==> config.mk <==
export PLATFORM = sky130hd
export DESIGN_NAME = t1_e1_liu_digital_side
export DESIGN_NICKNAME = d
export VERILOG_FILES = /design/src/hdl/liu_pkg.sv /design/src/hdl/liu_clock_watch.sv /design/src/hdl/t1_e1_liu_digital_side.sv
export VERILOG_INCLUDE_DIRS = /design/src /design/src/hdl
export SDC_FILE = /design/constraint.sdc
export NUM_CORES = 1
export LEC_CHECK = 0
export ABC_AREA = 1
export BUFFER_PORTS_ARGS = -buffer_cell sky130_fd_sc_hd__clkbuf_2
export CAP_MARGIN = 30
export CORE_MARGIN = 5
export CORE_UTILIZATION = 54
export DETAILED_ROUTE_END_ITERATION = 6
export GPL_TIMING_DRIVEN = 0
export PLACE_DENSITY = 0.86
export SETUP_SLACK_MARGIN = 0.05
export SYNTH_ARGS = -nofsm -noshare
export SYNTH_HDL_FRONTEND = slang
export SYNTH_SLANG_ARGS = --single-unit
==> constraint.sdc <==
create_clock -name clk_i -period 5.58 [get_ports clk_i]
set_input_delay 0 -clock clk_i [delete_from_list [all_inputs] [get_ports clk_i]]
set_output_delay 0 -clock clk_i [all_outputs]
set_load 0.01 [all_outputs]
==> src/hdl/liu_map.svh <==
// Register offsets, field positions, reset values and timing counts of the line
// interface digital side. Assumes a 250 MHz system clock and a 32-bit Wishbone bus.
`ifndef LIU_MAP_SVH
`define LIU_MAP_SVH

// Byte addresses of the word registers.
`define ADR_LIVE       8'h00
`define ADR_EVENT      8'h04
`define ADR_CLEAR      8'h08
`define ADR_ENABLE     8'h0C
`define ADR_CTRL       8'h10

// Bit positions in the event, clear, enable, live and control registers.
`define EV_LOS         0
`define EV_CLKMISS     1
`define EV_OVERFLOW    2
`define LIVE_MODE_LSB  4
`define CTRL_DS1       0

// Reset values.
`define ENABLE_RESET   3'h0
`define CTRL_RESET     1'h0
`define PIN_RESET      10'h002

// Timing: system clock period, clock loss window and line bit periods.
`define CLK_PERIOD_PS  4000
`define CLK_LOSS_NS    2000
`define CLK_LOSS_CYC   ((`CLK_LOSS_NS * 1000) / `CLK_PERIOD_PS)
`define E1_BIT_PS      488281
`define DS1_BIT_PS     647668
`define E1_BIT_CYC     (`E1_BIT_PS / `CLK_PERIOD_PS)
`define DS1_BIT_CYC    (`DS1_BIT_PS / `CLK_PERIOD_PS)
`define LOS_ZEROS      175

`endif

==> src/hdl/liu_pkg.sv <==
// Types shared by the line interface digital side.
// Assumes nothing beyond a SystemVerilog compiler.
package liu_pkg;

   // Loopback selection decoded from the two select pins.
   typedef enum logic [1:0] {LOOP_NORMAL, LOOP_DIGITAL, LOOP_REMOTE, LOOP_LOCAL} loop_mode_t;

   // One bipolar symbol as a pair of NRZ rails.
   typedef struct packed {
      logic pos;
      logic neg;
   } rail_t;

   // Slow pins after synchronisation; test_n sits at bit 1.
   typedef struct packed {
      logic rx_pos;
      logic rx_neg;
      logic analog_los;
      logic tx_pos;
      logic tx_neg;
      logic all_ones;
      logic sel_hi;
      logic sel_lo;
      logic test_n;
      logic ja_ovf;
   } pin_t;

endpackage

==> src/hdl/liu_clock_watch.sv <==
// Synchroniser, rising edge detector and activity watchdog for one clock pin.
// Assumes the watched clock is much slower than clk_i.
`timescale 1ns/1ps
module liu_clock_watch #(
   parameter int TIMEOUT = 500
) (
   input  wire logic clk_i,
   input  wire logic rst_i,
   input  wire logic pin_i,
   output logic      level_o,
   output logic      rise_o,
   output logic      absent_o
);
   localparam int CW = $clog2(TIMEOUT + 1);

   logic          s1_reg, s2_reg, s3_reg;
   logic [CW-1:0] cnt_reg, cnt_next;

   // Any edge restarts the window; the count saturates so absent stays a level.
   always_comb begin
      cnt_next = cnt_reg;
      if (s2_reg != s3_reg) begin
         cnt_next = '0;
      end else if (cnt_reg != CW'(TIMEOUT)) begin
         cnt_next = cnt_reg + 1'b1;
      end
   end

   // The first stage feeds only the second stage.
   always_ff @(posedge clk_i) begin
      if (rst_i) begin
         s1_reg  <= 1'b0;
         s2_reg  <= 1'b0;
         s3_reg  <= 1'b0;
         cnt_reg <= '0;
      end else begin
         s1_reg  <= pin_i;
         s2_reg  <= s1_reg;
         s3_reg  <= s2_reg;
         cnt_reg <= cnt_next;
      end
   end

   assign level_o  = s2_reg;
   assign rise_o   = s2_reg & ~s3_reg;
   assign absent_o = (cnt_reg == CW'(TIMEOUT));
endmodule

==> src/hdl/t1_e1_liu_digital_side.sv <==
// Digital side of a single-channel DS1/E1 line interface: receive recovery, loss flags,
// transmit rails, all-ones, loopbacks, test tristate and a classic Wishbone slave.
// Assumes every pin is asynchronous to clk_i; the tristate itself is outside.
//
// Operation
// - Loss flag rises on analog loss or on a long run of zero bits.
// - Loss flag stays high until the loss condition has gone.
// - A receive clock recovered from incoming marks goes to the terminal.
// - Received bits leave as positive and negative NRZ rails.
// - Transmit rails are sent bipolar on the tip and ring outputs.
// - Clock missing flag rises when transmit or attenuator clock is absent.
// - Test input low takes the drive off every output pin.
// - Remote loopback wins over the all-ones request.
// - Selects 00 give normal operation, 01 digital loopback.
// - Selects 10 give remote loopback, 11 local loopback.
// - Overflow flag rises when the jitter buffer overflows.
`timescale 1ns/1ps
`include "liu_map.svh"
module t1_e1_liu_digital_side
   import liu_pkg::*;
#(
   parameter int LOS_ZEROS = `LOS_ZEROS,
   parameter int CLK_LOSS  = `CLK_LOSS_CYC
) (
   input  wire logic        clk_i,
   input  wire logic        rst_i,
   input  wire logic        wb_cyc_i,
   input  wire logic        wb_stb_i,
   input  wire logic        wb_we_i,
   input  wire logic [7:0]  wb_adr_i,
   input  wire logic [3:0]  wb_sel_i,
   input  wire logic [31:0] wb_dat_i,
   output logic [31:0]      wb_dat_o,
   output logic             wb_ack_o,
   output logic             irq_o,
   input  wire logic        line_rx_positive_in_i,
   input  wire logic        line_rx_negative_in_i,
   input  wire logic        analog_los_i,
   input  wire logic        tx_clock_in_i,
   input  wire logic        tx_pos_rail_data_i,
   input  wire logic        tx_neg_rail_data_i,
   input  wire logic        external_reference_clock_i,
   input  wire logic        send_all_ones_request_i,
   input  wire logic        loopback_select_hi_i,
   input  wire logic        loopback_select_lo_i,
   input  wire logic        in_circuit_test_n_i,
   input  wire logic        ja_clock_i,
   input  wire logic        ja_overflow_i,
   output logic             rx_clock_o,
   output logic             rx_pos_rail_data_o,
   output logic             rx_neg_rail_data_o,
   output logic             rx_signal_lost_flag_o,
   output logic             line_tx_positive_out_o,
   output logic             line_tx_negative_out_o,
   output logic             clock_missing_flag_o,
   output logic             jitter_buffer_overflow_flag_o,
   output logic             pin_oe_o
);

   // Decode of the two loopback select pins.
   function automatic loop_mode_t decode_loop(input logic hi, input logic lo);
      case ({hi, lo})
         2'b00:   decode_loop = LOOP_NORMAL;
         2'b01:   decode_loop = LOOP_DIGITAL;
         2'b10:   decode_loop = LOOP_REMOTE;
         default: decode_loop = LOOP_LOCAL;
      endcase
   endfunction

   pin_t       pin_raw, s1_reg, pins;
   loop_mode_t mode;
   logic       tx_level, tx_rise, tx_absent, ext_rise, ja_absent;
   logic [7:0] bit_cyc, half;
   logic       ones_active;
   rail_t      src;
   logic       mark_rise, bit_stb, digital_los, los_cond;
   logic [7:0] phase_reg, phase_next, zeros_reg, zeros_next;
   logic       rxclk_reg, rxclk_next;
   rail_t      mark_prev_reg;
   rail_t      seen_reg, seen_next, rxo_reg, rxo_next;
   rail_t      txcap_reg, txcap_next, line_reg, line_next;
   logic       pol_reg, pol_next;
   logic [2:0] flag_reg, flag_next, event_reg, event_next, enable_reg, enable_next;
   logic       ctrl_ds1_reg, ctrl_ds1_next, ack_reg, ack_next;
   logic [31:0] rdat_reg, rdat_next;
   logic       wr_take;

   // Slow pins pass two flip-flops; the first stage is read only by the second.
   assign pin_raw = '{rx_pos: line_rx_positive_in_i, rx_neg: line_rx_negative_in_i,
                      analog_los: analog_los_i, tx_pos: tx_pos_rail_data_i,
                      tx_neg: tx_neg_rail_data_i, all_ones: send_all_ones_request_i,
                      sel_hi: loopback_select_hi_i, sel_lo: loopback_select_lo_i,
                      test_n: in_circuit_test_n_i, ja_ovf: ja_overflow_i};

   always_ff @(posedge clk_i) begin
      if (rst_i) begin
         s1_reg <= pin_t'(`PIN_RESET);
         pins   <= pin_t'(`PIN_RESET);
      end else begin
         s1_reg <= pin_raw;
         pins   <= s1_reg;
      end
   end

   // Watchdogs for the terminal transmit clock and attenuator clock; only the rising edge of the reference clock is used.
   liu_clock_watch #(.TIMEOUT(CLK_LOSS)) u_tx_watch (
      .clk_i    (clk_i),
      .rst_i    (rst_i),
      .pin_i    (tx_clock_in_i),
      .level_o  (tx_level),
      .rise_o   (tx_rise),
      .absent_o (tx_absent)
   );

   liu_clock_watch #(.TIMEOUT(CLK_LOSS)) u_ext_watch (
      .clk_i    (clk_i),
      .rst_i    (rst_i),
      .pin_i    (external_reference_clock_i),
      .level_o  (),
      .rise_o   (ext_rise),
      .absent_o ()
   );

   liu_clock_watch #(.TIMEOUT(CLK_LOSS)) u_ja_watch (
      .clk_i    (clk_i),
      .rst_i    (rst_i),
      .pin_i    (ja_clock_i),
      .level_o  (),
      .rise_o   (),
      .absent_o (ja_absent)
   );

   // Mode and rate; remote loopback takes priority over the all-ones request.
   assign mode        = decode_loop(pins.sel_hi, pins.sel_lo);
   assign ones_active = pins.all_ones && (mode != LOOP_REMOTE);
   assign bit_cyc     = ctrl_ds1_reg ? 8'(`DS1_BIT_CYC) : 8'(`E1_BIT_CYC);
   assign half        = {1'b0, bit_cyc[7:1]};

   // Local loopback feeds the transmitted symbols back into the receiver.
   assign src       = (mode == LOOP_LOCAL) ? line_reg : rail_t'({pins.rx_pos, pins.rx_neg});
   // Rises are taken per rail, so looped-back NRZ marks of alternate polarity still count.
   assign mark_rise = |(src & ~mark_prev_reg);
   assign bit_stb   = (phase_reg == half) && !mark_rise;
   assign digital_los = (zeros_reg == 8'(LOS_ZEROS));
   assign los_cond  = pins.analog_los | digital_los;

   // Receive recovery: each mark re-aligns the bit phase, the bit is decided at mid
   // phase. A plain phase reset was chosen over a loop filter to keep area small.
   always_comb begin
      phase_next = (phase_reg >= bit_cyc - 8'h01) ? 8'h00 : phase_reg + 8'h01;
      seen_next  = seen_reg;
      zeros_next = zeros_reg;
      rxo_next   = rxo_reg;
      if (mark_rise) begin
         phase_next = 8'h00;
         seen_next  = rail_t'(seen_reg | src);
      end
      if (bit_stb) begin
         seen_next = '0;
         if (seen_reg != 2'b00) begin
            zeros_next = 8'h00;
         end else if (!digital_los) begin
            zeros_next = zeros_reg + 8'h01;
         end
      end
      rxclk_next = (phase_next < half);
      if (mode == LOOP_DIGITAL) begin
         rxclk_next = tx_level;
         rxo_next   = txcap_reg;
      end else if (bit_stb) begin
         rxo_next   = seen_reg;
      end
   end

   always_ff @(posedge clk_i) begin
      if (rst_i) begin
         phase_reg     <= 8'h00;
         zeros_reg     <= 8'h00;
         seen_reg      <= '0;
         rxo_reg       <= '0;
         rxclk_reg     <= 1'b0;
         mark_prev_reg <= '0;
      end else begin
         phase_reg     <= phase_next;
         zeros_reg     <= zeros_next;
         seen_reg      <= seen_next;
         rxo_reg       <= rxo_next;
         rxclk_reg     <= rxclk_next;
         mark_prev_reg <= src;
      end
   end

   // Transmit: terminal rails on the transmit clock, recovered rails in remote
   // loopback, or alternating marks on the reference clock while all-ones runs.
   always_comb begin
      txcap_next = txcap_reg;
      line_next  = line_reg;
      pol_next   = pol_reg;
      if (tx_rise) begin
         txcap_next = rail_t'({pins.tx_pos, pins.tx_neg});
      end
      if (mode == LOOP_REMOTE) begin
         if (bit_stb) begin
            line_next = seen_reg;
         end
      end else if (ones_active) begin
         if (ext_rise) begin
            line_next = rail_t'({~pol_reg, pol_reg});
            pol_next  = ~pol_reg;
         end
      end else if (tx_rise) begin
         line_next = rail_t'({pins.tx_pos, pins.tx_neg});
      end
   end

   always_ff @(posedge clk_i) begin
      if (rst_i) begin
         txcap_reg <= '0;
         line_reg  <= '0;
         pol_reg   <= 1'b0;
      end else begin
         txcap_reg <= txcap_next;
         line_reg  <= line_next;
         pol_reg   <= pol_next;
      end
   end

   // Flags follow their conditions one cycle late; events are their rising edges.
   // Set wins over a clear written in the same cycle, so no event is lost.
   assign wr_take = wb_cyc_i && wb_stb_i && wb_we_i && ack_reg && wb_sel_i[0];

   always_comb begin
      flag_next[`EV_LOS]      = los_cond;
      flag_next[`EV_CLKMISS]  = tx_absent | ja_absent;
      flag_next[`EV_OVERFLOW] = pins.ja_ovf;
      event_next  = event_reg;
      enable_next = enable_reg;
      ctrl_ds1_next = ctrl_ds1_reg;
      if (wr_take && wb_adr_i[7:2] == 6'(`ADR_CLEAR >> 2)) begin
         event_next = event_reg & ~wb_dat_i[2:0];
      end
      if (wr_take && wb_adr_i[7:2] == 6'(`ADR_ENABLE >> 2)) begin
         enable_next = wb_dat_i[2:0];
      end
      if (wr_take && wb_adr_i[7:2] == 6'(`ADR_CTRL >> 2)) begin
         ctrl_ds1_next = wb_dat_i[`CTRL_DS1];
      end
      event_next = event_next | (flag_next & ~flag_reg);
   end

   // Classic Wishbone: ack one cycle after the request, dropped the cycle after.
   always_comb begin
      ack_next  = wb_cyc_i && wb_stb_i && !ack_reg;
      rdat_next = 32'h0000_0000;
      case (wb_adr_i[7:2])
         6'(`ADR_LIVE >> 2):   rdat_next = {26'h000_0000, mode, 1'b0, flag_reg};
         6'(`ADR_EVENT >> 2):  rdat_next = {29'h0000_0000, event_reg};
         6'(`ADR_ENABLE >> 2): rdat_next = {29'h0000_0000, enable_reg};
         6'(`ADR_CTRL >> 2):   rdat_next = {31'h0000_0000, ctrl_ds1_reg};
         default:          rdat_next = 32'h0000_0000;
      endcase
   end

   always_ff @(posedge clk_i) begin
      if (rst_i) begin
         flag_reg     <= 3'h0;
         event_reg    <= 3'h0;
         enable_reg   <= `ENABLE_RESET;
         ctrl_ds1_reg <= `CTRL_RESET;
         ack_reg      <= 1'b0;
         rdat_reg     <= 32'h0000_0000;
      end else begin
         flag_reg     <= flag_next;
         event_reg    <= event_next;
         enable_reg   <= enable_next;
         ctrl_ds1_reg <= ctrl_ds1_next;
         ack_reg      <= ack_next;
         rdat_reg     <= rdat_next;
      end
   end

   // Outputs; the pad ring tristates all pin outputs while pin_oe_o is low.
   assign wb_ack_o  = ack_reg;
   assign wb_dat_o  = rdat_reg;
   assign irq_o     = |(event_reg & enable_reg);
   assign rx_clock_o             = rxclk_reg;
   assign rx_pos_rail_data_o     = rxo_reg.pos;
   assign rx_neg_rail_data_o     = rxo_reg.neg;
   assign rx_signal_lost_flag_o  = flag_reg[`EV_LOS];
   assign line_tx_positive_out_o = line_reg.pos;
   assign line_tx_negative_out_o = line_reg.neg;
   assign clock_missing_flag_o   = flag_reg[`EV_CLKMISS];
   assign jitter_buffer_overflow_flag_o = flag_reg[`EV_OVERFLOW];
   assign pin_oe_o  = pins.test_n;
endmodule

==> flow_metrics.env <==
export IMPL_tightest_slew_ns=0.643
export IMPL_status="finished, final reports clean"
export IMPL_arrival_ns=3.32
export IMPL_netlist_area_mm2=0.00415
export IMPL_final_hold_violation_count=0
export IMPL_wl_per_cell_um=11.6
export IMPL_critPathMostFrequentCell="nand2_1"
export IMPL_die_h_um=97.7
export IMPL_cp_slowest_stage_delay_ns=0.57
export IMPL_path_depth=17
export IMPL_syn_inst=555
export IMPL_hold_path_class="input pin to flop"
export IMPL_hold_depth=4
export IMPL_dr_total_vias=3715
export IMPL_hold_path_end="ctrl_ds1_reg$_SDFFE_PP0P_"
export IMPL_grt_pass1_wl_mm=15.2
export IMPL_reg2reg_to="rx_clock_o$_SDFF_PP0_"
export IMPL_setup_worst_path_start="ctrl_ds1_reg$_SDFFE_PP0P_"
export IMPL_die_area_mm2=0.00954
export IMPL_synth_flop_cell="dfxtp_1"
export IMPL_synth_edf_count=0
export IMPL_synth_distinct_cells=35
export IMPL_yosysMostFrequentCell="inv_1"
export IMPL_fmax_mhz=331
export IMPL_ir_drop_mv=0.195
export IMPL_io_pins=105
export IMPL_drt_iter0_drc=184
export IMPL_pwr_density_cell_mw_per_mm2=246
export IMPL_dp_cells=726
export IMPL_fin_crit_sh_pct=54.1
export IMPL_start_util_pct=54.6
export IMPL_h_tree_depth=3
export IMPL_setup_viol=0
export IMPL_die_x_um=97.7
export IMPL_layout_drive_gt1_share_pct=14.9
export IMPL_portBuffers=43
export IMPL_fin_nets=732
export IMPL_cap_viol_max_count=0
export IMPL_synth_seq_cells=91
export IMPL_clock_path_buffers=2
export IMPL_synth_common_cells="inv_1, dfxtp_1, nand2_1, nor2_1, a21oi_1"
export IMPL_dp_hpwl_mm=6.52
export IMPL_hp_start="wb_adr_i[4]"
export IMPL_critPathKind="flop to flop"
export IMPL_cp_slowest_cell="dfxtp_1"
export IMPL_antenna_found_initial=0
export IMPL_place_congestion=0.904
export IMPL_yosysTopAreaCell="dfxtp_1"
export IMPL_slew_headroom_pct=56.7
export IMPL_layout_cells_non_filler=761
export IMPL_cts_resized_gates=0
export IMPL_cts_tree="done"
export IMPL_worst_path_buf_inv=3
export IMPL_cts_sinks=91
export IMPL_clk_pin_slew_ns=0.09
export IMPL_cp_max_fo=10
export IMPL_reg2reg_slack_ns=2.56
export IMPL_path_cells="inv_1 -> ha_1 -> nor2_1 -> nand2_1 -> nand2_1 -> nand2_1 -> nand2_1 -> nand2_2 -> nor2_2 -> inv_1 -> buf_6 -> nor2_1 -> ha_1 -> a2111o_1 -> nor2_1 -> nand2_1 -> nand2_1"
export IMPL_yosysWarnings=0
export IMPL_critPathRequiredTime_ns=5.88
export IMPL_synth_area_leaders="dfxtp_1, inv_1, nand2_1"
export IMPL_start_kind="flop"
export IMPL_wirelength_mm=8.82
export IMPL_tns_ns=0
export IMPL_endpoint_kind="flop"
export IMPL_area_growth_pct=19.6
export IMPL_avgViaCountPerCell=4.88
export IMPL_min_period_ns=3.02
export IMPL_cts_root_buf="clkbuf_8"
export IMPL_rsz0062_at_grt="false"
export IMPL_core_area_mm2=0.00761
export IMPL_async_flop_share_pct=0
export IMPL_antenna_left=0
export IMPL_synth_seq_area_share_pct=43.9
export IMPL_drcViolationCount=0
export IMPL_fin_skew_ns=0.00603
export IMPL_cts_made_buffers=9
export IMPL_dr_pass1_iters=6
export IMPL_synth_top_cell_area_share_pct=43.9
export IMPL_critPathTopFamily="simple AND/OR/NAND/NOR gates"
export IMPL_largest_register_ffs=10
export IMPL_p_leak_nw=2.33
export IMPL_insertion_delay_ns=0.37
export IMPL_reg2reg_depth=17
export IMPL_drv_slew=0
export IMPL_n_antenna_cell=0
export IMPL_synth_area_per_cell_um2=7.48
export IMPL_grt_pass1_vias=3632
export IMPL_r2r_start="ctrl_ds1_reg$_SDFFE_PP0P_"
export IMPL_grt_overflow_total=0
export IMPL_core_rowCount=32
export IMPL_grt_max_degree=18
export IMPL_grtUsageTotal_pct=19.0
==> layer usage <==
| metal | wire, µm | GRT usage (%) |
|---|---|---|
| met5 | 0 | 0 |
| met3 | 550 | 4.74 |
| met2 | 4510 | 34.7 |
| met4 | 177 | 7.77 |
| met1 | 3580 | 20.8 |
==> cell type report <==
type,count,area [µm²]
plain buffers,35,240
clock buffers,9,124
clock inverters,7,60.1
fillers,640,2640
inverters,93,352
multi-input cells,362,1840
flip-flops and latches,91,1820
well taps,102,128
repair buffers,62,405
==> worst min-delay path: cells and delay by family <==
kind / cells / cell delay, ns
AOI/OAI and AO/OA: 1 / 0.12
buffers and inverters: 1 / 0.10
and+or+nand+nor: 2 / 0.16
==> kinds of logic (layout without fill, tap and decap cells) <==
| logic type | after synthesis | in the layout | share of synthesized area (%) |
|---|---|---|---|
| other | 1 | 27 | 0.0903 |
| XOR/XNOR | 12 | 12 | 2.53 |
| AND/OR/NAND/NOR | 226 | 226 | 23.8 |
| AO/OA/AOI/OAI | 81 | 81 | 10.6 |
| buffers and inverters | 128 | 206 | 14.3 |
| adder cells (fa/ha/maj) | 16 | 16 | 4.82 |
| flip-flops | 91 | 91 | 43.9 |
==> through the flow <==
step           power [mW]  area, µm²  utilization (%)  hold slack [ns]  setup WS, ns
3_5_place_dp        0.802       4590             60.4            0.186          2.66
6_report             1.22       4970             65.3           0.0551          2.56
3_3_place_gp        0.797       4590             60.4            0.187          2.74
5_1_grt              1.28       4970             65.3           0.0860          2.32
4_1_cts              1.23       4970             65.3           0.0396          2.60
2_1_floorplan       0.771       4250                -            0.104          3.12
==> layout by cell type (no fill, tap or decap), types with 2 or more instances in the layout <==
cell           count
o21a_1             2
clkbuf_8           9
xor2_1            10
clkinv_4           2
and3_1             2
buf_1              4
o21ai_0           30
xnor2_1            2
a211oi_1           2
clkbuf_2          43
clkbuf_1           3
buf_4             27
o22ai_1            2
a31oi_1            7
nor3_1            23
dlygate4sd3_1     19
inv_1             92
or2_2              2
ha_1              16
inv_6              3
nand3b_1           5
nor2_1            73
nand4_1            8
nand2_2            2
conb_1            27
nor2_2             2
a21oi_1           35
nand3_1           18
dfxtp_1           91
nand2_1           86
==> worst max-delay path by stage <==
stage                                  to  slack, ns
floorplan           rx_clock_o$_SDFF_PP0_       3.12
global placement    rx_clock_o$_SDFF_PP0_       2.74
detailed placement  rx_clock_o$_SDFF_PP0_       2.66
CTS                 rx_clock_o$_SDFF_PP0_       2.60
global route        rx_clock_o$_SDFF_PP0_       2.32
finish              rx_clock_o$_SDFF_PP0_       2.56
==> repair_timing <==
item	4_1_cts	5_1_grt
setup buffers	0	0
hold endpoints to repair	21	0
hold buffers	19	0
==> power by group <==
group          leakage (nW)  internal, mW  switching (mW)
sequential            0.742         0.669          0.0111
clock                0.0965         0.170           0.251
combinational          1.49        0.0533          0.0664
total                  2.33         0.893           0.328
Power figures use the tool's default switching activity.
